### src/logic/hegi_consts.svh
// Purpose: Constants for the host event interrupt gate
// Assumes: Core clock of 100 MHz; four interrupters
// Notes:   Offsets are byte addresses on the plain register port
`ifndef HEGI_CONSTS_SVH
`define HEGI_CONSTS_SVH

// Sizes
`define HEGI_NUM_INTR        4
`define HEGI_TGT_W           2

// Register offsets (byte addresses)
`define HEGI_OFF_CTRL        8'h00
`define HEGI_OFF_PIN         8'h04
`define HEGI_OFF_STAT        8'h08
`define HEGI_OFF_MAN_BASE    8'h20
`define HEGI_OFF_MOD_BASE    8'h24
`define HEGI_OFF_STRIDE      8'h10

// Control register fields
`define HEGI_CTRL_MSI_BIT    0
`define HEGI_CTRL_PIN_BIT    1
`define HEGI_CTRL_EN_LSB     4
`define HEGI_CTRL_RESET      32'h0000_0000

// Management register fields (write one to clear)
`define HEGI_MAN_IP_BIT      0
`define HEGI_MAN_EHB_BIT     1

// Moderation register fields
`define HEGI_MOD_IVL_LSB     0
`define HEGI_MOD_CNT_LSB     16
`define HEGI_MOD_IVL_RESET   16'h0fa0

// Legacy pin number reported: 1 first pin, 2 second, 0 none
`define HEGI_LEGACY_PIN      8'h01

// Completion codes that may route by the slot target
`define HEGI_CC_TRANS_ERR    8'h04
`define HEGI_CC_STALL        8'h06
`define HEGI_CC_OVERRUN      8'h0e
`define HEGI_CC_UNDERRUN     8'h0f
`define HEGI_CC_INV_SID      8'h22
`define HEGI_CC_STOP_LEN     8'h1b
`define HEGI_CC_INV_STYPE    8'h23

// Moderation tick: 250 ns at a 10 ns clock
`define HEGI_TICK_NS         250
`define HEGI_CLK_NS          10
`define HEGI_TICK_CYC        (`HEGI_TICK_NS / `HEGI_CLK_NS)

`endif

### src/logic/hegi_pkg.sv
// Purpose: Types shared by the host event interrupt gate
// Assumes: Nothing beyond the constants header
// Notes:   Gray steps from idle to request to wait; the return to idle flips two bits
package hegi_pkg;

	// How an event type picks its interrupter
	typedef enum logic [1:0]
	{
		HEGI_RT_PRIMARY = 2'h0,
		HEGI_RT_TRB     = 2'h1,
		HEGI_RT_SLOT    = 2'h2
	} hegi_route_t;

	// Message write sequencer
	typedef enum logic [1:0]
	{
		HEGI_MS_IDLE = 2'h0,
		HEGI_MS_REQ  = 2'h1,
		HEGI_MS_WAIT = 2'h3
	} hegi_msg_t;

endpackage

### src/logic/hegi_evt_if.sv
// Purpose: Event description between the gate and its router
// Assumes: Both ends on core_clk
// Notes:   Router answers one cycle after the event is offered
interface hegi_evt_if;
	logic                    valid;      // Event offered this cycle
	hegi_pkg::hegi_route_t   mode;       // Routing method for its type
	logic [1:0]              trb_tgt;    // Target from the source TRB
	logic [1:0]              slot_tgt;   // Target from the slot context
	logic                    is_xfer;    // Event is a transfer event
	logic                    has_bei;    // Source TRB type has the flag
	logic                    block_interrupt_flag;        // block_interrupt_flag value
	logic                    err;        // Event produced by an error
	logic                    assoc;      // Tied to a transfer/data TRB
	logic                    prime;      // Stream fsm in prime-pipe state
	logic                    stop_wait;  // Stopped waiting for more TRBs
	logic [7:0]              code;       // Completion code
	logic                    post;       // Routed event ready
	logic [1:0]              tgt;        // Chosen interrupter
	logic                    nonblock;   // Event may raise an interrupt

	modport src
	(
		output valid, mode, trb_tgt, slot_tgt, is_xfer, has_bei, block_interrupt_flag,
		output err, assoc, prime, stop_wait, code,
		input  post, tgt, nonblock
	);
	modport rtr
	(
		input  valid, mode, trb_tgt, slot_tgt, is_xfer, has_bei, block_interrupt_flag,
		input  err, assoc, prime, stop_wait, code,
		output post, tgt, nonblock
	);
endinterface

### src/logic/hegi_router.sv
// Purpose: Picks the target interrupter and the blocking class
// Assumes: Event fields are stable in the cycle valid is high
// Notes:   Result is registered, one cycle after the offer
`include "hegi_consts.svh"

module hegi_router
(
	input  wire logic  clk,  // Core clock
	input  wire logic  rst,  // Synchronous reset, active high
	hegi_evt_if.rtr    ev    // Event in, routed event out
);

	logic       prime_code;  // Transaction error or stall in prime-pipe state
	logic       slot_code;   // Condition not tied to one TRB
	logic       use_slot;    // Transfer event routed by slot target
	logic [1:0] next_tgt;    // Interrupter chosen this cycle
	logic       next_block;  // Event is blocking

	// Conditions that cannot point at a specific TRB
	always_comb
	begin
		prime_code = ev.prime &&
			(ev.code == `HEGI_CC_TRANS_ERR ||
			 ev.code == `HEGI_CC_STALL);
		slot_code = prime_code ||
			ev.code == `HEGI_CC_INV_SID ||
			ev.code == `HEGI_CC_INV_STYPE ||
			ev.code == `HEGI_CC_OVERRUN ||
			ev.code == `HEGI_CC_UNDERRUN ||
			(ev.code == `HEGI_CC_STOP_LEN && ev.stop_wait);
		use_slot = ev.is_xfer && slot_code;
	end

	// Target selection by the method of the event type
	always_comb
	begin
		if (use_slot)
			next_tgt = ev.slot_tgt;
		else
		begin
			case (ev.mode)
				hegi_pkg::HEGI_RT_PRIMARY: next_tgt = 2'h0;
				hegi_pkg::HEGI_RT_TRB:     next_tgt = ev.trb_tgt;
				hegi_pkg::HEGI_RT_SLOT:    next_tgt = ev.slot_tgt;
				default:                   next_tgt = 2'h0;
			endcase
		end
	end

	// Blocking only with the flag set on a TRB that has it;
	// errors and events not tied to a transfer TRB never block
	always_comb
	begin
		next_block = ev.has_bei && ev.block_interrupt_flag;
		if (ev.err)
			next_block = 1'b0;
		if (!ev.assoc || use_slot)
			next_block = 1'b0;
	end

	// Registered answer
	always_ff @(posedge clk)
	begin
		if (rst)
		begin
			ev.post     <= 1'b0;
			ev.tgt      <= 2'h0;
			ev.nonblock <= 1'b0;
		end
		else
		begin
			ev.post     <= ev.valid;
			ev.tgt      <= next_tgt;
			ev.nonblock <= !next_block;
		end
	end

endmodule

### src/logic/hegi_gate.sv
// Purpose: Decides when posted events raise a host interrupt
// Assumes: All inputs are on core_clk; message write handshake
//          from the bus logic comes back as a done pulse
// Notes:   Four interrupters; legacy pin uses interrupter 0 only
//
// How it works
// - Legacy line used only without message interrupts
// - Line held until pending flag cleared
// - Pin mode enables interrupter 0 only
// - Pin number: 1 first, 2 second, 0 none
// - Target: primary, TRB field or slot field
// - Untied transfer conditions route by slot target
// - Stopped-length uses slot only when waiting
// - Blocked events posted without interrupt
// - Flag at 1 blocks, otherwise non-blocking
// - Error events ignore the block flag
// - Events without transfer TRB never block
// - Pending-enable flag hidden from software
// - Pending-enable cleared on ring init or empty
// - Non-blocking insert sets pending-enable
// - Pending-enable rise sets pending when idle
// - Countdown reaching zero sets pending if enabled
// - Message mode clears pending after write done
// - Pending set also sets busy, reloads countdown
// - Moderation holds countdown and interval, 16 bits
// - Interval resets to 4000
//
// The address-and-strobe port and the register offsets were chosen for this implementation.
`include "hegi_consts.svh"

module hegi_gate
(
	input  wire logic        core_clk,           // Core clock
	input  wire logic        rst,                // Sync reset, high
	input  wire logic [7:0]  reg_addr,           // Register byte address
	input  wire logic [31:0] reg_wdata,          // Write data
	input  wire logic        reg_wr,             // Write strobe
	input  wire logic        reg_rd,             // Read strobe
	output logic      [31:0] reg_rdata,          // Read data, next cycle
	input  wire logic        evt_valid,          // Event offered
	input  wire logic [1:0]  evt_mode,           // Routing method
	input  wire logic [1:0]  evt_trb_tgt,        // TRB target field
	input  wire logic [1:0]  evt_slot_tgt,       // Slot target field
	input  wire logic        evt_is_xfer,        // Transfer event
	input  wire logic        evt_has_bei,        // TRB type has flag
	input  wire logic        evt_bei,            // block_interrupt_flag
	input  wire logic        evt_err,            // Error produced it
	input  wire logic        evt_assoc,          // Tied to transfer TRB
	input  wire logic        evt_prime,          // In prime-pipe state
	input  wire logic        evt_stop_wait,      // Stopped waiting
	input  wire logic [7:0]  evt_code,           // Completion code
	input  wire logic [3:0]  ring_init,          // Ring initialised, per intr
	input  wire logic [3:0]  ring_empty,         // Ring went empty, per intr
	output logic             evt_post,           // Event to ring, pulse
	output logic      [1:0]  evt_post_tgt,       // Its interrupter
	output logic             msi_req,            // Message write request
	output logic      [1:0]  msi_vec,            // Interrupter of write
	input  wire logic        msi_done,           // Write completed, pulse
	output logic             legacy_irq_line_n,  // Pin level, low active
	output logic             legacy_irq_oe       // High while pin driven
);

	localparam int N = `HEGI_NUM_INTR;

	hegi_evt_if ev ();                    // Link to the router

	logic [31:0] ctrl;                    // Control register
	logic        msi_en;                  // Message interrupts on
	logic        pin_en;                  // Legacy pin on
	logic [N-1:0] intr_en;                // Effective enables
	logic [N-1:0] ip;                     // irq_pending_flag
	logic [N-1:0] irq_pending_enable_flag;                    // irq_pending_enable_flag
	logic [N-1:0] ipe_q;                  // Previous pending-enable
	logic [N-1:0] handler_busy_flag;                    // handler_busy_flag
	logic [N-1:0] ip_set;                 // Pending set this cycle
	logic [N-1:0] ip_q;                   // Previous pending flag
	logic [N-1:0] owed;                   // Write owed for a rise
	logic [N-1:0] cnt_zero_q;             // Countdown was zero
	logic [15:0] mod_ivl [N];             // moderation_interval
	logic [15:0] mod_cnt [N];             // moderation_countdown
	logic [7:0]  tick_cnt;                // Prescaler to 250 ns
	logic        tick;                    // Countdown step
	hegi_pkg::hegi_msg_t ms_state;        // Message write state
	logic [1:0]  next_vec;                // Lowest owed interrupter
	logic        any_owed;                // Some write is owed
	logic [31:0] next_rdata;              // Read mux result

	// Router carries the event fields through the interface
	assign ev.valid     = evt_valid;
	assign ev.mode      = hegi_pkg::hegi_route_t'(evt_mode);
	assign ev.trb_tgt   = evt_trb_tgt;
	assign ev.slot_tgt  = evt_slot_tgt;
	assign ev.is_xfer   = evt_is_xfer;
	assign ev.has_bei   = evt_has_bei;
	assign ev.block_interrupt_flag       = evt_bei;
	assign ev.err       = evt_err;
	assign ev.assoc     = evt_assoc;
	assign ev.prime     = evt_prime;
	assign ev.stop_wait = evt_stop_wait;
	assign ev.code      = evt_code;

	hegi_router u_router
	(
		.clk (core_clk),
		.rst (rst),
		.ev  (ev)
	);

	// Routed event goes straight out to the ring writer
	assign evt_post     = ev.post;
	assign evt_post_tgt = ev.tgt;

	assign msi_en = ctrl[`HEGI_CTRL_MSI_BIT];
	assign pin_en = ctrl[`HEGI_CTRL_PIN_BIT];

	// Pin mode keeps only interrupter 0 alive
	always_comb
	begin
		intr_en = ctrl[`HEGI_CTRL_EN_LSB +: N];
		if (pin_en && !msi_en)
			intr_en = intr_en & 4'h1;
	end

	// Control register; message mode wins when both are set
	always_ff @(posedge core_clk)
	begin
		if (rst)
			ctrl <= `HEGI_CTRL_RESET;
		else if (reg_wr && reg_addr == `HEGI_OFF_CTRL)
			ctrl <= reg_wdata;
	end

	// Shared 250 ns prescaler for every countdown
	always_ff @(posedge core_clk)
	begin
		if (rst)
			tick_cnt <= 8'h00;
		else if (tick)
			tick_cnt <= 8'h00;
		else
			tick_cnt <= tick_cnt + 8'h01;
	end

	assign tick = (tick_cnt == 8'(`HEGI_TICK_CYC - 1));

	genvar gi;
	generate
		for (gi = 0; gi < N; gi++)
		begin : g_intr
			localparam logic [7:0] MAN_OFF =
				8'(`HEGI_OFF_MAN_BASE + gi * `HEGI_OFF_STRIDE);
			localparam logic [7:0] MOD_OFF =
				8'(`HEGI_OFF_MOD_BASE + gi * `HEGI_OFF_STRIDE);
			logic ins_nb;                  // Non-blocking insert here
			logic man_wr;                  // Write to management
			logic mod_wr;                  // Write to moderation
			logic done_here;               // Message write completed

			assign ins_nb = ev.post && ev.nonblock &&
				ev.tgt == 2'(gi);
			assign man_wr = reg_wr && reg_addr == MAN_OFF;
			assign mod_wr = reg_wr && reg_addr == MOD_OFF;
			assign done_here = msi_done &&
				ms_state == hegi_pkg::HEGI_MS_WAIT && msi_vec == 2'(gi);

			// Pending-enable: insertion wins over a clear in the
			// same cycle, since the event is then on the ring;
			// no register exposes this flag
			always_ff @(posedge core_clk)
			begin
				if (rst)
					irq_pending_enable_flag[gi] <= 1'b0;
				else if (ins_nb)
					irq_pending_enable_flag[gi] <= 1'b1;
				else if (ring_init[gi] || ring_empty[gi])
					irq_pending_enable_flag[gi] <= 1'b0;
			end

			// Edges of pending-enable and of countdown zero
			always_ff @(posedge core_clk)
			begin
				if (rst)
				begin
					ipe_q[gi]      <= 1'b0;
					cnt_zero_q[gi] <= 1'b1;
				end
				else
				begin
					ipe_q[gi]      <= irq_pending_enable_flag[gi];
					cnt_zero_q[gi] <= mod_cnt[gi] == 16'h0000;
				end
			end

			// Pending-enable rising or countdown reaching zero
			assign ip_set[gi] = intr_en[gi] && !handler_busy_flag[gi] && irq_pending_enable_flag[gi] &&
				mod_cnt[gi] == 16'h0000 &&
				(!ipe_q[gi] ||
				 !cnt_zero_q[gi]);

			// Pending flag; a set beats any clear in the same cycle
			always_ff @(posedge core_clk)
			begin
				if (rst)
					ip[gi] <= 1'b0;
				else if (ip_set[gi])
					ip[gi] <= 1'b1;
				else if (done_here && msi_en)
					ip[gi] <= 1'b0;
				else if (man_wr && reg_wdata[`HEGI_MAN_IP_BIT])
					ip[gi] <= 1'b0;
			end

			// Busy flag set with pending, cleared by the handler
			always_ff @(posedge core_clk)
			begin
				if (rst)
					handler_busy_flag[gi] <= 1'b0;
				else if (ip_set[gi])
					handler_busy_flag[gi] <= 1'b1;
				else if (man_wr && reg_wdata[`HEGI_MAN_EHB_BIT])
					handler_busy_flag[gi] <= 1'b0;
			end

			// Interval and countdown; pending reloads the count
			always_ff @(posedge core_clk)
			begin
				if (rst)
				begin
					mod_ivl[gi] <= `HEGI_MOD_IVL_RESET;
					mod_cnt[gi] <= 16'h0000;
				end
				else if (ip_set[gi])
					mod_cnt[gi] <= mod_ivl[gi];
				else if (mod_wr)
				begin
					mod_ivl[gi] <= reg_wdata[`HEGI_MOD_IVL_LSB +: 16];
					mod_cnt[gi] <= reg_wdata[`HEGI_MOD_CNT_LSB +: 16];
				end
				else if (ring_init[gi])
					mod_ivl[gi] <= `HEGI_MOD_IVL_RESET;
				else if (tick && mod_cnt[gi] != 16'h0000)
					mod_cnt[gi] <= mod_cnt[gi] - 16'h0001;
			end

			// A write is owed once per pending rise in message mode
			always_ff @(posedge core_clk)
			begin
				if (rst)
					owed[gi] <= 1'b0;
				else if (ip[gi] && !ip_q[gi] && msi_en)
					owed[gi] <= 1'b1;
				else if (ms_state == hegi_pkg::HEGI_MS_IDLE &&
					any_owed && next_vec == 2'(gi))
					owed[gi] <= 1'b0;
			end
		end
	endgenerate

	// Previous pending flags for edge detection
	always_ff @(posedge core_clk)
	begin
		if (rst)
			ip_q <= '0;
		else
			ip_q <= ip;
	end

	// Lowest owed interrupter goes first; fixed priority may
	// delay higher numbers under heavy load, never lose them
	always_comb
	begin
		next_vec = 2'h0;
		for (int k = N - 1; k >= 0; k--)
		begin
			if (owed[k])
				next_vec = 2'(k);
		end
	end

	assign any_owed = |owed;

	// Message writes: one outstanding at a time
	always_ff @(posedge core_clk)
	begin
		if (rst)
		begin
			ms_state <= hegi_pkg::HEGI_MS_IDLE;
			msi_req  <= 1'b0;
			msi_vec  <= 2'h0;
		end
		else
		begin
			case (ms_state)
				hegi_pkg::HEGI_MS_IDLE:
				begin
					if (any_owed)
					begin
						ms_state <= hegi_pkg::HEGI_MS_REQ;
						msi_req  <= 1'b1;
						msi_vec  <= next_vec;
					end
				end
				hegi_pkg::HEGI_MS_REQ:
				begin
					msi_req  <= 1'b0;
					ms_state <= hegi_pkg::HEGI_MS_WAIT;
				end
				hegi_pkg::HEGI_MS_WAIT:
				begin
					if (msi_done)
						ms_state <= hegi_pkg::HEGI_MS_IDLE;
				end
				default:
				begin
					ms_state <= hegi_pkg::HEGI_MS_IDLE;
					msi_req  <= 1'b0;
				end
			endcase
		end
	end

	// Legacy line follows pending of interrupter 0; never in
	// message mode. Open drain: drive low only while asserted
	always_ff @(posedge core_clk)
	begin
		if (rst)
		begin
			legacy_irq_line_n <= 1'b1;
			legacy_irq_oe     <= 1'b0;
		end
		else
		begin
			legacy_irq_oe     <= pin_en && !msi_en && ip[0];
			legacy_irq_line_n <= !(pin_en && !msi_en && ip[0]);
		end
	end

	// Read mux; unmapped addresses read zero
	always_comb
	begin
		next_rdata = 32'h0000_0000;
		if (reg_addr == `HEGI_OFF_CTRL)
			next_rdata = ctrl;
		else if (reg_addr == `HEGI_OFF_PIN)
			next_rdata = {24'h00_0000, `HEGI_LEGACY_PIN};
		else if (reg_addr == `HEGI_OFF_STAT)
			next_rdata = {28'h000_0000, msi_vec,
				ms_state == hegi_pkg::HEGI_MS_WAIT,
				ms_state != hegi_pkg::HEGI_MS_IDLE};
		for (int k = 0; k < N; k++)
		begin
			if (reg_addr == 8'(`HEGI_OFF_MAN_BASE +
				k * `HEGI_OFF_STRIDE))
				next_rdata = {30'h0000_0000, handler_busy_flag[k], ip[k]};
			if (reg_addr == 8'(`HEGI_OFF_MOD_BASE +
				k * `HEGI_OFF_STRIDE))
				next_rdata = {mod_cnt[k], mod_ivl[k]};
		end
	end

	// Read data stand only in the cycle after the strobe
	always_ff @(posedge core_clk)
	begin
		if (rst)
			reg_rdata <= 32'h0000_0000;
		else if (reg_rd)
			reg_rdata <= next_rdata;
		else
			reg_rdata <= 32'h0000_0000;
	end

endmodule

### config.mk
export PLATFORM = sky130hd
export DESIGN_NAME = hegi_gate
export DESIGN_NICKNAME = d
export VERILOG_FILES = /design/src/logic/hegi_pkg.sv /design/src/logic/hegi_evt_if.sv /design/src/logic/hegi_router.sv /design/src/logic/hegi_gate.sv
export VERILOG_INCLUDE_DIRS = /design/src /design/src/logic
export SDC_FILE = /design/constraint.sdc
export NUM_CORES = 1
export LEC_CHECK = 0
export BUFFER_PORTS_ARGS = -buffer_cell sky130_fd_sc_hd__buf_2
export CORE_MARGIN = 10
export CORE_UTILIZATION = 30
export CTS_CLUSTER_SIZE = 14
export DETAILED_ROUTE_END_ITERATION = 8
export PLACE_DENSITY_LB_ADDON = 0.15
export SLEW_MARGIN = 20
export SYNTH_ARGS = -nofsm -noshare
export SYNTH_HDL_FRONTEND = slang
export SYNTH_SLANG_ARGS = --single-unit
### constraint.sdc
create_clock -name core_clk -period 10.6 [get_ports core_clk]
set_input_delay 0.53 -clock core_clk [delete_from_list [all_inputs] [get_ports core_clk]]
set_output_delay 0.53 -clock core_clk [all_outputs]
set_load 0.01 [all_outputs]
Yosys cells after proc, flatten, opt, wreduce, memory -nomap -nowiden
Memory sizes are Yosys's and may differ from the RTL's.
Cells that the tools add are included.
{ "classes": {"n_addsub": 5, "eq_ne": 33, "mux": 155, "n_bitwise": 22, "n_reduce_logical": 141} }
{ "op_table": {"columns": ["op", "n"], "rows": [
  ["$mux 16", 20],
  ["$mux 32", 9],
  ["$mux 1", 113],
  ["$logic_and 1x1->1", 70],
  ["$logic_not 16->1", 4],
  ["$reduce_bool 16->1", 4],
  ["$sub 16x1->16 const B", 4],
  ["$eq 8x6->1 const B", 6],
  ["$eq 8x7->1 const B", 4],
  ["$reduce_bool 2->1", 13],
  ["$eq 8x3->1 const B", 3],
  ["$eq 8x4->1 const B", 3],
  ["$logic_not 1->1", 20],
  ["$or 1x1->1", 20],
  ["$eq 2x2->1 const B", 8],
  ["$eq 8x5->1 const B", 2],
  ["$logic_or 1x1->1", 15],
  ["$mux 2", 7],
  ["$mux 4", 3],
  ["$reduce_bool 3->1", 4],
  ["$eq 2x1->1 const B", 5],
  ["$add 8x1->8 const B", 1],
  ["$logic_not 2->1", 4],
  ["$logic_not 8->1", 1],
  ["8 further kinds", 13]
]} }
{ "word_totals": {"regBits": 111, "mem_bits_rw": 128, "input_bits": 75, "output_inout_bits": 40, "word_cells": 394, "n_memories": 2} }
{ "memory_table": {"columns": ["memory", "words", "width", "rd", "rd_clocked_by_memory_dff", "wr", "line", "rtl"], "rows": [
  ["mod_cnt", 4, 16, 4, 0, 4, "hegi_gate.sv:80", "logic [15:0] mod_cnt [N];"],
  ["mod_ivl", 4, 16, 4, 0, 4, "hegi_gate.sv:79", "logic [15:0] mod_ivl [N];"]
]} }

Logic depth before layout (Yosys ltp)
Gate-level depths: netlist of the first run.
{ "logic_depth": {"word_depth": 13, "ltp_mapped": 11, "ltp_nobuf": 8} }

Hierarchy
Synthesis of the first run repeated with hierarchy kept, for this count alone.
{ "hier_totals": {"cells_unflattened": 1210, "area_unflattened_um2": 11878.9} }
{ "modules_own_cells": {"columns": ["module", "instances", "cells_each", "area_each_um2", "seq_area_each_um2"], "rows": [
  ["hegi_gate", 1, 1181, 11576.1, 5985.7],
  ["hegi_router", 1, 29, 302.8, 80.1]
]} }

Least setup slack after synthesis of the first run
OpenSTA, ideal clock, no wires.
{ "synth_path": {"path_kind": "input port to flip-flop", "start": "in reg_addr[3]", "end": "mem mod_ivl[1][0], enable pin", "setup_ns": 0.411, "t_arrival_ns": 3.173, "required_time_ns": 10.189, "setup_slack_ns": 7.016, "cell_stages": 6, "path_buffers": 2, "path_cell_list": "clkbuf_1 -> or4_1 -> clkbuf_1 -> nor4_2 -> a21oi_1 -> o21ai_0"} }
{ "synth_lines": {"columns": ["element", "line", "rtl"], "rows": [
  ["from (decl)", "hegi_gate.sv:35", "input wire logic [7:0] reg_addr,"],
  ["to (decl)", "hegi_gate.sv:79", null]
]} }

==> impl_results.rst, run 1 <==
.. list-table::
   :header-rows: 1

   * - Metric
     - Value
   * - Maximum vdd ir drop
     - between 0.0001 and 0.00015 V
   * - Count of distinct cell types in the synthesized netlist
     - 66
   * - Std cell rows
     - 71
   * - Post-layout total power
     - between 2 and 2.5 mW
   * - DRC violations left
     - 0
   * - Slowest library cell on the worst path
     - sky130_fd_sc_hd__or4b_2
   * - Post-cts hold buffer count
     - 0
   * - Maximum level of the CTS H-tree
     - 1
   * - Share of synthesized flip-flops with an asynchronous set or reset
     - 0%
   * - Power density over the cells
     - 153 mW/mm^2
   * - Die ar.
     - around 0.047 sq mm
   * - Post-route insts no fill
     - 1785
   * - Total GRT Usage
     - between 10% and 20%
   * - Fraction of final layout cells sized beyond drive strength 1
     - 15.8%
   * - GR Layer Usage met2
     - between 20% and 30%
   * - Initial Utilization
     - a little under a third
   * - Pre-antenna DRT Iters
     - 6
   * - Post-cts repair resize count
     - 0
   * - Number of endpoints failing setup at the final stage
     - 0
   * - Met3 track utilization from global routing
     - around 3.6%
   * - Synthesized netlist cell count
     - around 1200
   * - Final period utilization
     - between 30% and 40%
   * - CTS buffer count
     - 28
   * - Most instantiated flip-flop cell in the synthesis netlist
     - sky130_fd_sc_hd__edfxtp_1
   * - Xor-xnor portion of the synthesized cell area
     - 4.24%
   * - Post-placement cell count
     - 1733
   * - Iteration-0 DRC count of the detailed router
     - ~1200
   * - CTS tree
     - yes
   * - Final Slew Violations
     - 0
   * - Path depth of the worst reg2reg path
     - 9
   * - Fraction of the mapped netlist area in adder cells
     - less than 1%
   * - Min cycle time layout
     - slightly below 4 ns
   * - Clock root buffer
     - sky130_fd_sc_hd__clkbuf_16
   * - Worst setup slack before clock tree synthesis
     - 6.21 ns
   * - Static power due to leakage
     - 4.83 nW
   * - Utilization of the core after routing
     - 35.9%
   * - Vias in the first global route
     - just under 10000
   * - Clock tree skew after final layout
     - between 0.02 and 0.03 ns
   * - Port-buffer cells
     - about 110
   * - Post-synth EDFFs
     - 128
   * - Cell depth of the worst min-delay path
     - 2
   * - Area growth from synthesis to final layout
     - 17.4%
   * - Main combinational cell family by area after synthesis
     - simple AND/OR/NAND/NOR gates
   * - Total Nets Final
     - 1335
   * - Highest-count cells in the layout ignoring fill and taps
     - sky130_fd_sc_hd__nand2_1 (129), sky130_fd_sc_hd__edfxtp_1 (128), sky130_fd_sc_hd__a21oi_1 (117), sky130_fd_sc_hd__buf_2 (114), sky130_fd_sc_hd__dfxtp_1 (111)
   * - Clock insertion delay at the later pin of the skew report
     - between 0.5 and 0.6 ns
   * - Arr. time, crit path
     - 4.17 ns
   * - Placed wire-length estimate
     - approximately 34 mm
   * - M1 GR Usage
     - 25.9%
   * - Final hold violation count
     - 0
   * - Fill cell total of the finished layout
     - between 3000 and 4000
   * - Number of antenna cells inserted
     - 0
   * - Average vias per placed instance
     - 5.63
   * - Sink Count
     - approximately 240
   * - Setup TNS Final
     - 0 ns
   * - Setup repair after global routing missed its margin
     - no
   * - Startpoint class of the critical path
     - flop
   * - Layer carrying the most global-route usage
     - met2
   * - Commonest non-fill, non-tap cell in the layout
     - sky130_fd_sc_hd__nand2_1
   * - Share of synthesized cell area in and, or, nand and nor gates
     - approximately a fifth
   * - Wire length of the first global-routing pass
     - roughly 68 mm
   * - Routed wire length per instance
     - ~26 microns
   * - Synth Register Bits
     - 239
   * - Final WL
     - 46.2 mm
   * - Mean instance size in the synthesized netlist
     - approximately 10 sq um
   * - Post-Synthesis Cell Area
     - between 0.01 and 0.015 sq mm
   * - Maximum fanout count along the critical path
     - 18
   * - WP depth
     - 9
   * - Kind of path behind the tightest hold check
     - in -> reg
   * - Cell-by-cell listing of the critical path
     - inv_1 > ha_1 > or4b_2 > or4_4 > nor3_4 > nor2_1 > buf_4 > a221oi_1 > a21oi_1
   * - Total grt overflow
     - 0
   * - Buffers and inverters on the worst path
     - 2
   * - CP endpoint kind
     - flop
   * - Deepest clock path buffer count
     - 3
   * - Kind of cell with the highest combined delay on the critical path
     - simple AND/OR/NAND/NOR gates
   * - Max_cap viols
     - 0
   * - Sequential share of the synthesized area
     - 52.4%
   * - Initial antenna violation count
     - 1
   * - Number of warning messages in the yosys log
     - 0
   * - Critical path start-end classification
     - reg -> reg
   * - Worst rel slew slack
     - roughly 30%
   * - Remaining antenna violation count after routing
     - 0
   * - CP max stage delay
     - 0.66 ns
   * - Mapped Nets
     - approximately 1200
   * - Slack of the critical path
     - about 6.7 ns
   * - Transition at the pin with the smallest max-transition slack
     - approximately 1.0 ns
   * - Required time of the critical path
     - 10.89 ns
   * - Final weighted congestion of routability-driven global placement
     - ~0.93
   * - Register clock-pin slew on the reported worst setup and hold paths
     - 0.07 ns
   * - Setup repair bufs after CTS
     - 0
   * - Largest net degree at the start of global routing
     - slightly below 60
   * - Fmax
     - ~260 MHz
   * - Horizontal extent of the die
     - ~220 microns
   * - Multiplexer fraction of the synthesized cell area
     - less than 1%
   * - Via count of the routed design
     - roughly 10000
   * - I/O pin count
     - between 100 and 150
   * - Synthesized-area fraction occupied by ao, oa, aoi and oai cells
     - a little under a fifth
   * - Die height
     - 216 microns
   * - Outcome
     - finished, final reports clean
   * - Total core area
     - roughly 0.038 sq mm
==> layout make-up <==
class | count | area [sq um] | area share, %
multi-input cells | 818 | 5160 | 37.9
well taps | 511 | 639 | 4.70
clock buffers | 43 | 830 | 6.10
inverters | 31 | 116 | 0.856
clock inverters | 9 | 62.6 | 0.460
flip-flops and latches | 239 | 6070 | 44.6
repair buffers | 134 | 721 | 5.30
==> per-layer routing <==
metal	up-vias	share of wire, %
met5	-	0
met4	0	3.0
met3	82	8.1
met2	470	45
met1	4934	44
li1	4558	-
==> synthesized netlist by cell type, drive strengths merged (26+ instances only) <==
| cell type | n | area [sq um] |
|---|---|---|
| edfxtp | 128 | 3840 |
| dfxtp | 111 | 2220 |
| a21oi | 117 | 586 |
| and2 | 44 | 275 |
| nor2 | 68 | 255 |
| inv | 31 | 116 |
| a22oi | 40 | 300 |
| a222oi | 29 | 290 |
| a221oi | 42 | 368 |
| xnor2 | 29 | 254 |
| and3 | 26 | 163 |
| clkbuf | 61 | 229 |
| o21ai | 28 | 140 |
| nor3 | 28 | 161 |
| nand2 | 129 | 484 |
| xor2 | 27 | 236 |
==> metrics by stage <==
| stage | hold slack, ns | instance area (sq um) |
|---|---|---|
| finish | 0.187 | 13600 |
| global route | 0.166 | 13600 |
| CTS | 0.168 | 13600 |
| detailed placement | 0.448 | 12700 |
| global placement | 0.444 | 12700 |
| floorplan | 0.436 | 11600 |
==> path summary, 6_finish.rpt <==
kind | slack (ns) | end | start
worst min register to register | 0.46 | ctrl[21] | ctrl[21]
worst max register to register | 6.72 | mod_cnt[3][10] | mod_cnt[3][0]
worst max-delay path | 6.72 | mod_cnt[3][10] | mod_cnt[3][0]
worst min-delay path | 0.19 | irq_pending_enable_flag[1] | ring_empty[1]
==> cell families (layout without fill, tap and decap cells) <==
kind of cell / Yosys count / count (layout)
AO/OA/AOI/OAI: 316 / 316
XOR/XNOR: 56 / 56
adder cells (fa/ha/maj): 8 / 8
buffers and inverters: 104 / 217
flip-flops: 239 / 239
multiplexers: 8 / 8
AND/OR/NAND/NOR: 430 / 430
==> sequential cells by signal (all words and copies together) (netlist names), 2 cells and up <==
signal,cells
ip_q,4
u_router.ev.tgt,2
msi_vec,2
mod_ivl,64
handler_busy_flag,4
irq_pending_enable_flag,4
mod_cnt,64
owed,4
cnt_zero_q,4
ctrl,32
ms_state,2
ip,4
tick_cnt,8
reg_rdata,32
ipe_q,4
==> report_power, final <==
group / switching (mW) / internal, mW
Clock: 0.399 / 0.539
Combinational: 0.0731 / 0.0329
Sequential: 0.0322 / 0.997
Total: 0.505 / 1.57
Power figures use the tool's default switching activity.
==> inputs of run 2 (changes only) <==
==> constraint.sdc (replaced) <==
create_clock -name core_clk -period 3.68 [get_ports core_clk]
set_input_delay 0.184 -clock core_clk [delete_from_list [all_inputs] [get_ports core_clk]]
set_output_delay 0.184 -clock core_clk [all_outputs]
set_load 0.01 [all_outputs]
==> run 2 against run 1 <==
  * Hold slack worse by 0.16 ns
  * Clock power rose to 3.2 times the previous value
  * Maximum frequency is 16% higher
  * Critical path type unchanged
==> impl_results.rst, run 2 (synthesis results as in run 1) <==
.. list-table::
   :header-rows: 1

   * - Metric
     - Value
   * - Largest net degree at the start of global routing
     - 54 (was 59)
   * - DRC violations left
     - 0 (unchanged)
   * - Hold wc startpoint
     - ring_init[3] (was ring_empty[1])
   * - Total GRT Usage
     - 19.5% (was 19.0%)
   * - Hold Path Sink
     - irq_pending_enable_flag[3] (was irq_pending_enable_flag[1])
   * - Slack of the critical path
     - 0.335 ns (was 6.72 ns)
   * - CTS buffer count
     - 29 (was 28)
   * - Maximum level of the CTS H-tree
     - 1 (unchanged)
   * - Final weighted congestion of routability-driven global placement
     - 0.915 (was 0.928)
   * - GR Layer Usage met2
     - 30.3% (was 29.9%)
   * - Reg2reg end
     - mod_cnt[1][8] (was mod_cnt[3][10])
   * - Die ar.
     - 0.0468 sq mm (unchanged)
   * - Port-buffer cells
     - 114 (unchanged)
   * - Final WL
     - 46.9 mm (was 46.2 mm)
   * - Placed wire-length estimate
     - 35.3 mm (was 34.4 mm)
   * - CP endpoint kind
     - flop (unchanged)
   * - Static power due to leakage
     - 5.15 nW (was 4.83 nW)
   * - Met3 track utilization from global routing
     - 2.88% (was 3.64%)
   * - Fraction of final layout cells sized beyond drive strength 1
     - 16.8% (was 15.8%)
   * - Cell depth of the worst min-delay path
     - 3 (was 2)
   * - Horizontal extent of the die
     - 216 microns (unchanged)
   * - Setup TNS Final
     - 0 ns (unchanged)
   * - Final Slew Violations
     - 0 (unchanged)
   * - Register clock-pin slew on the reported worst setup and hold paths
     - 0.06 ns (was 0.07 ns)
   * - Sink Count
     - 239 (unchanged)
   * - Total Nets Final
     - 1400 (was 1335)
   * - Initial antenna violation count
     - 0 (was 1)
   * - Area growth from synthesis to final layout
     - 23.4% (was 17.4%)
   * - Largest registers
     - mod_cnt: 64 flops, mod_ivl: 64 flops (unchanged)
   * - Placed Area
     - 0.0128 sq mm (was 0.0127 sq mm)
   * - Area of all placed cells without fillers
     - 0.0143 sq mm (was 0.0136 sq mm)
   * - Number of endpoints failing setup at the final stage
     - 0 (unchanged)
   * - Critical path start-end classification
     - reg -> reg (unchanged)
   * - Required time of the critical path
     - 3.96 ns (was 10.89 ns)
   * - Std cell rows
     - 71 (unchanged)
   * - Critical register-to-register path startpoint
     - mod_cnt[1][0] (was mod_cnt[3][0])
   * - Final hold violation count
     - 0 (unchanged)
   * - Setup repair after global routing missed its margin
     - no (unchanged)
   * - I/O pin count
     - 115 (unchanged)
   * - Clock root buffer
     - sky130_fd_sc_hd__clkbuf_16 (unchanged)
   * - Highest-count cells in the layout ignoring fill and taps
     - sky130_fd_sc_hd__nand2_1 (129), sky130_fd_sc_hd__edfxtp_1 (128), sky130_fd_sc_hd__a21oi_1 (117), sky130_fd_sc_hd__buf_2 (114), sky130_fd_sc_hd__dfxtp_1 (111) (unchanged)
   * - Setup repair bufs after CTS
     - 0 (unchanged)
   * - Die height
     - 216 microns (unchanged)
   * - Kind of path behind the tightest hold check
     - in -> reg (unchanged)
   * - Maximum fanout count along the critical path
     - 27 (was 18)
   * - Initial Utilization
     - 30.6% (unchanged)
   * - Via count of the routed design
     - 10219 (was 10044)
   * - Max_cap viols
     - 0 (unchanged)
   * - Min cycle time layout
     - 3.34 ns (was 3.88 ns)
   * - CTS tree
     - yes (unchanged)
   * - Startpoint class of the critical path
     - flop (unchanged)
   * - Post-layout total power
     - 6.30 mW (was 2.07 mW)
   * - Fill cell total of the finished layout
     - 3903 (was 3917)
   * - Worst setup slack before clock tree synthesis
     - 0.402 ns (was 6.21 ns)
   * - Worst rel slew slack
     - 33.6% (was 30.1%)
   * - Iteration-0 DRC count of the detailed router
     - 1144 (was 1186)
   * - Layer carrying the most global-route usage
     - met2 (unchanged)
   * - Wire length of the first global-routing pass
     - 69.3 mm (was 67.7 mm)
   * - Outcome
     - finished, final reports clean (unchanged)
   * - Total core area
     - 0.0378 sq mm (unchanged)
   * - Arr. time, crit path
     - 3.62 ns (was 4.17 ns)
   * - Maximum vdd ir drop
     - 0.000344 V (was 0.000114 V)
   * - Commonest non-fill, non-tap cell in the layout
     - sky130_fd_sc_hd__nand2_1 (unchanged)
   * - Clock insertion delay at the later pin of the skew report
     - 0.57 ns (was 0.58 ns)
   * - Post-cts repair resize count
     - 0 (unchanged)
   * - Routed wire length per instance
     - 25.4 microns (was 25.9 microns)
   * - Pre-antenna DRT Iters
     - 8 (was 6)
   * - Final period utilization
     - 90.9% (was 36.6%)
   * - Number of antenna cells inserted
     - 0 (unchanged)
   * - Power density over the cells
     - 441 mW/mm^2 (was 153 mW/mm^2)
   * - Setup slack, reg-to-reg
     - 0.34 ns (was 6.72 ns)
   * - Remaining antenna violation count after routing
     - 0 (unchanged)
   * - Transition at the pin with the smallest max-transition slack
     - 0.996 ns (was 1.05 ns)
   * - Vias in the first global route
     - 10085 (was 9845)
   * - M1 GR Usage
     - 27.2% (was 25.9%)
   * - Fmax
     - 299 MHz (was 258 MHz)
   * - Clock tree skew after final layout
     - 0.0166 ns (was 0.0291 ns)
   * - Average vias per placed instance
     - 5.52 (was 5.63)
   * - Path depth of the worst reg2reg path
     - 8 (was 9)
   * - Deepest clock path buffer count
     - 3 (unchanged)
   * - Total grt overflow
     - 0 (unchanged)
[run 2: where the power goes]
group | total, mW | switching [mW] | internal (mW)
registers | 2.96 | 0.0896 | 2.87
logic | 0.350 | 0.219 | 0.130
clock network | 2.99 | 1.19 | 1.81
total | 6.30 | 1.50 | 4.81
[run 2: area by class of cell]
class | count | area [sq um] | area share (%)
flip-flops and latches | 239 | 6070 | 42.5
well taps | 511 | 639 | 4.47
repair buffers | 198 | 1330 | 9.28
clock inverters | 17 | 199 | 1.39
clock buffers | 36 | 793 | 5.55
multi-input cells | 818 | 5150 | 36.0
inverters | 31 | 116 | 0.814
[run 2: metal layers]
layer  part of all wire (%)  wire length [microns]
met1                     44                  20800
met2                     45                  21100
met3                    7.5                   3540
met4                    3.1                   1480
met5                      0                      0
[run 2: worst max path at each step]
stage	depth (start not counted)	endpoint	startpoint
6_report	8	mod_cnt[1][8]	mod_cnt[1][0]
5_1_grt	8	mod_cnt[1][8]	mod_cnt[1][0]
4_1_cts	8	mod_cnt[1][11]	mod_cnt[1][0]
3_5_place_dp	8	mod_cnt[1][11]	mod_cnt[1][0]
3_3_place_gp	8	mod_cnt[3][13]	mod_cnt[3][0]
2_1_floorplan	10	mod_ivl[1][0]	mod_cnt[1][0]
[run 2: critical path, stage by stage, from the launching register on]
cell                       delay (ns)
sky130_fd_sc_hd__edfxtp_1        0.45
sky130_fd_sc_hd__inv_1           0.09
sky130_fd_sc_hd__ha_1            0.21
sky130_fd_sc_hd__or4b_1          0.58
sky130_fd_sc_hd__or3_1           0.44
sky130_fd_sc_hd__or2_2           0.33
sky130_fd_sc_hd__and3_1          0.50
sky130_fd_sc_hd__a221oi_1        0.39
sky130_fd_sc_hd__a21oi_1         0.07
[run 2: through the flow]
stage / hold slack (ns) / util, % / std cells
after detailed placement: 0.399 / 33.9 / 1752
after CTS: 0.00968 / 37.7 / 1850
after global placement: 0.392 / 33.9 / 1752
final: 0.0271 / 37.8 / 1850
after floorplan: 0.278 / - / 1161
after global routing: 0.0573 / 37.8 / 1850
[run 2: repair_timing]
action / in CTS / in global routing
hold buffers: 45 / 0
hold endpoints to repair: 78 / 0
endpoints found under the setup margin: 0 / 0
==> inputs of run 3 (changes only) <==
--- a/config.mk
+++ b/config.mk
@@ -11,8 +11,8 @@
 export CORE_UTILIZATION = 30
 export CTS_CLUSTER_SIZE = 14
 export DETAILED_ROUTE_END_ITERATION = 8
-export PLACE_DENSITY_LB_ADDON = 0.15
 export SLEW_MARGIN = 20
 export SYNTH_ARGS = -nofsm -noshare
 export SYNTH_HDL_FRONTEND = slang
+export SYNTH_HIERARCHICAL = 1
 export SYNTH_SLANG_ARGS = --single-unit
==> run 3 against run 2 <==
  * Sequential share of layout area shrank 0.68 points
  * Hold slack lost 0.0084 ns
  * Utilization shrank 0.45 points
  * Synthesized area grew 2.6%
  * Clock skew grew 0.012 ns
  * Sequential power is essentially flat
  * Sequential cell count is the same
==> impl_results.rst, run 3 <==
.. list-table::
   :header-rows: 1

   * - Metric
     - Value
   * - Outcome
     - finished, final reports clean (unchanged)
   * - Std cell rows
     - 72 (was 71)
   * - Fraction of final layout cells sized beyond drive strength 1
     - 17.3% (was 16.8%)
   * - Setup repair bufs after CTS
     - 0 (unchanged)
   * - Total area of multi-input combinational cells
     - 0.00547 sq mm (was 0.00515 sq mm)
   * - Clock root buffer
     - sky130_fd_sc_hd__clkbuf_16 (unchanged)
   * - Arr. time, crit path
     - 3.24 ns (was 3.62 ns)
   * - Power Internal
     - 4.71 mW (was 4.81 mW)
   * - Average vias per placed instance
     - 5.58 (was 5.52)
   * - Horizontal extent of the die
     - 219 microns (was 216 microns)
   * - Worst rel slew slack
     - 38.8% (was 33.6%)
   * - Cell accounting for the most synthesized area
     - sky130_fd_sc_hd__edfxtp_1 (unchanged)
   * - Final Slew Violations
     - 0 (unchanged)
   * - Power density over the cells
     - 426 mW/mm^2 (was 441 mW/mm^2)
   * - CP endpoint kind
     - flop (unchanged)
   * - Die ar.
     - 0.0480 sq mm (was 0.0468 sq mm)
   * - Static power due to leakage
     - 5.11 nW (was 5.15 nW)
   * - Utilization of the core after routing
     - 37.3% (was 37.8%)
   * - Final hold violation count
     - 0 (unchanged)
   * - Vias in the first global route
     - 10490 (was 10085)
   * - Clock insertion delay at the later pin of the skew report
     - 0.57 ns (about the same)
   * - Buffers and inverters on the worst path
     - 1 (unchanged)
   * - Pre-antenna DRT Iters
     - 5 (was 8)
   * - Largest net degree at the start of global routing
     - 33 (was 54)
   * - Slowest library cell on the worst path
     - sky130_fd_sc_hd__nor4b_1 (was sky130_fd_sc_hd__or4b_1)
   * - CTS tree
     - yes (unchanged)
   * - Number of endpoints failing setup at the final stage
     - 0 (unchanged)
   * - Clock network fraction of design power
     - 46.6% (was 47.5%)
   * - Setup repair after global routing missed its margin
     - no (unchanged)
   * - Post-Synthesis Cell Area
     - 0.0119 sq mm (was 0.0116 sq mm)
   * - Mapped Nets
     - 1293 (was 1244)
   * - Largest registers
     - mod_cnt: 64 flops, mod_ivl: 64 flops (unchanged)
   * - Die height
     - 219 microns (was 216 microns)
   * - Switching Power
     - 1.48 mW (was 1.50 mW)
   * - Total Nets Final
     - 1446 (was 1400)
   * - Sequential share of the synthesized area
     - 51.1% (was 52.4%)
   * - Wire length of the first global-routing pass
     - 64.9 mm (was 69.3 mm)
   * - Port-buffer cells
     - 114 (unchanged)
   * - Remaining antenna violation count after routing
     - 0 (unchanged)
   * - Highest-count cells in the layout ignoring fill and taps
     - sky130_fd_sc_hd__nand2_1 (145), sky130_fd_sc_hd__edfxtp_1 (128), sky130_fd_sc_hd__buf_2 (114), sky130_fd_sc_hd__dfxtp_1 (111), sky130_fd_sc_hd__a21oi_1 (97) (was sky130_fd_sc_hd__nand2_1 (129), sky130_fd_sc_hd__edfxtp_1 (128), sky130_fd_sc_hd__a21oi_1 (117), sky130_fd_sc_hd__buf_2 (114), sky130_fd_sc_hd__dfxtp_1 (111))
   * - Maximum vdd ir drop
     - 0.000324 V (was 0.000344 V)
   * - Register clock-pin slew on the reported worst setup and hold paths
     - 0.06 ns (about the same)
   * - Synthesized netlist cell count
     - 1210 (was 1161)
   * - Maximum level of the CTS H-tree
     - 1 (unchanged)
   * - Commonest non-fill, non-tap cell in the layout
     - sky130_fd_sc_hd__nand2_1 (unchanged)
   * - Via count of the routed design
     - 10631 (was 10219)
   * - Kind of cell with the highest combined delay on the critical path
     - simple AND/OR/NAND/NOR gates (unchanged)
   * - Sequential group share of total power
     - 47.6% (was 46.9%)
   * - Relative contribution of combinational cells to total power
     - 5.8% (was 5.5%)
   * - Mean instance size in the synthesized netlist
     - 9.82 sq um (was 9.97 sq um)
   * - Final period utilization
     - 84.2% (was 90.9%)
   * - Post-synth EDFFs
     - 128 (unchanged)
   * - Transition at the pin with the smallest max-transition slack
     - 0.910 ns (was 0.996 ns)
   * - Startpoint class of the critical path
     - flop (unchanged)
   * - Initial antenna violation count
     - 3 (was 0)
   * - Share of Yosys cell area claimed by the top area cell type
     - 32.4% (was 33.2%)
   * - Placed wire-length estimate
     - 32.1 mm (was 35.3 mm)
   * - Required time of the critical path
     - 3.82 ns (was 3.96 ns)
   * - CTS buffer count
     - 28 (was 29)
   * - Deepest clock path buffer count
     - 3 (unchanged)
   * - Iteration-0 DRC count of the detailed router
     - 1183 (was 1144)
   * - Min cycle time layout
     - 3.10 ns (was 3.34 ns)
   * - Clock tree skew after final layout
     - 0.0290 ns (was 0.0166 ns)
   * - Leading cell types by count after synthesis
     - sky130_fd_sc_hd__nand2_1 (145), sky130_fd_sc_hd__edfxtp_1 (128), sky130_fd_sc_hd__dfxtp_1 (111) (was sky130_fd_sc_hd__nand2_1 (129), sky130_fd_sc_hd__edfxtp_1 (128), sky130_fd_sc_hd__a21oi_1 (117))
   * - Fill cell total of the finished layout
     - 3926 (was 3903)
   * - Most instantiated flip-flop cell in the synthesis netlist
     - sky130_fd_sc_hd__edfxtp_1 (unchanged)
   * - Area growth from synthesis to final layout
     - 22.2% (was 23.4%)
   * - Initial Utilization
     - 30.5% (was 30.6%)
   * - Count of distinct cell types in the synthesized netlist
     - 73 (was 66)
   * - Number of warning messages in the yosys log
     - 6 (was 0)
   * - Total GRT Usage
     - 17.5% (was 19.5%)
   * - Total grt overflow
     - 0 (unchanged)
   * - Sequential cell area
     - 0.00607 sq mm (unchanged)
   * - Maximum fanout count along the critical path
     - 16 (was 27)
   * - Total core area
     - 0.0389 sq mm (was 0.0378 sq mm)
   * - Fmax
     - 323 MHz (was 299 MHz)
   * - Sink Count
     - 239 (unchanged)
   * - CP max stage delay
     - 0.54 ns (was 0.58 ns)
   * - Final weighted congestion of routability-driven global placement
     - 0.943 (was 0.915)
   * - Cells taking the most area after synthesis
     - sky130_fd_sc_hd__edfxtp_1 (32%), sky130_fd_sc_hd__dfxtp_1 (19%), sky130_fd_sc_hd__a22oi_1 (5.7%), sky130_fd_sc_hd__nand2_1 (4.6%), sky130_fd_sc_hd__a21oi_1 (4.1%) (was sky130_fd_sc_hd__edfxtp_1 (33%), sky130_fd_sc_hd__dfxtp_1 (19%), sky130_fd_sc_hd__a21oi_1 (5.1%), sky130_fd_sc_hd__nand2_1 (4.2%), sky130_fd_sc_hd__a221oi_1 (3.2%))
   * - Share of synthesized flip-flops with an asynchronous set or reset
     - 0% (unchanged)
   * - Cell-by-cell listing of the critical path
     - inv_1 > ha_1 > nor4b_1 > nand3b_1 > o211a_1 > a211oi_1 > nand2_1 (was inv_1 > ha_1 > or4b_1 > or3_1 > or2_2 > and3_1 > a221oi_1 > a21oi_1)
   * - Kind of path behind the tightest hold check
     - in -> reg (unchanged)
   * - DRC violations left
     - 0 (unchanged)
   * - I/O pin count
     - 115 (unchanged)
   * - Setup TNS Final
     - 0 ns (unchanged)
   * - Cell with the most instances after synthesis
     - sky130_fd_sc_hd__nand2_1 (unchanged)
   * - Final WL
     - 43.2 mm (was 46.9 mm)
   * - Switching Fraction
     - 23.9% (was 23.7%)
   * - Max_cap viols
     - 0 (unchanged)
   * - Synth Register Bits
     - 239 (unchanged)
   * - Critical path start-end classification
     - reg -> reg (unchanged)
   * - Routed wire length per instance
     - 22.7 microns (was 25.4 microns)
[run 3: area by class of cell]
type | count | area share [%]
well taps | 518 | 4.46
clock buffers | 34 | 5.05
diodes | 1 | 0.0172
repair buffers | 198 | 9.00
flip-flops and latches | 239 | 41.8
clock inverters | 18 | 1.47
inverters | 22 | 0.569
multi-input cells | 874 | 37.7
[run 3: cells by family (layout without fill, tap and decap cells)]
kind of cell             count (synthesis)  count (layout)  share of synthesized area, %
AND/OR/NAND/NOR                        481             481                          21.1
other                                    0               1                             0
AO/OA/AOI/OAI                          316             316                          18.3
flip-flops                             239             239                          51.1
multiplexers                            19              19                          1.73
adder cells (fa/ha/maj)                  8               8                         0.843
buffers and inverters                   97             272                          3.28
XOR/XNOR                                50              50                          3.69
[run 3: worst register-to-register path, cell delays in order, from the launching register on]
cell,delay (ns)
sky130_fd_sc_hd__edfxtp_1,0.44
sky130_fd_sc_hd__inv_1,0.11
sky130_fd_sc_hd__ha_1,0.23
sky130_fd_sc_hd__nor4b_1,0.54
sky130_fd_sc_hd__nand3b_1,0.35
sky130_fd_sc_hd__o211a_1,0.32
sky130_fd_sc_hd__a211oi_1,0.23
sky130_fd_sc_hd__nand2_1,0.47
[run 3: metrics by stage]
stage	instances	hold slack (ns)	worst slack (ns)	area (sq um)	power [mW]
after floorplan	1210	0.256	0.664	11900	3.13
after global placement	1809	0.396	0.701	13200	3.32
after detailed placement	1809	0.401	0.621	13200	3.32
after CTS	1903	0.00746	0.595	14500	6.22
after global routing	1904	0.0318	0.409	14500	6.37
final	1904	0.0187	0.582	14500	6.19
[run 3: path summary, 6_finish.rpt]
check | end | cells after the start | slack (ns) | from
max | mod_cnt[3][4] | 7 | 0.58 | mod_cnt[3][0]
min | u_router/ev.tgt[1] | 3 | 0.02 | evt_slot_tgt[1]
max reg2reg | mod_cnt[3][4] | 7 | 0.58 | mod_cnt[3][0]
min reg2reg | ctrl[13] | 2 | 0.45 | ctrl[13]
[run 3: power by group through the flow]
stage          sequential [mW]  combinational (mW)  clock [mW]
3_3_place_gp              3.00               0.316           0
2_1_floorplan             2.97               0.166           0
6_report                  2.95               0.360        2.88
4_1_cts                   2.94               0.356        2.92
5_1_grt                   2.95               0.386        3.03
3_5_place_dp              3.00               0.319           0
[run 3: repair_timing]
item | in CTS | in global routing
endpoints found under the hold margin | 95 | 0
gates resized for setup | 0 | 0
hold buffers | 42 | 0
[run 3: per-layer routing]
metal  part of all wire (%)  track usage [%]  vias to the layer above
met4                    2.7             5.49                        4
met3                     11             4.33                       86
met5                  0.042                0                        -
met2                     44             27.0                      506
met1                     42             23.7                     5203
li1                       -                -                     4832
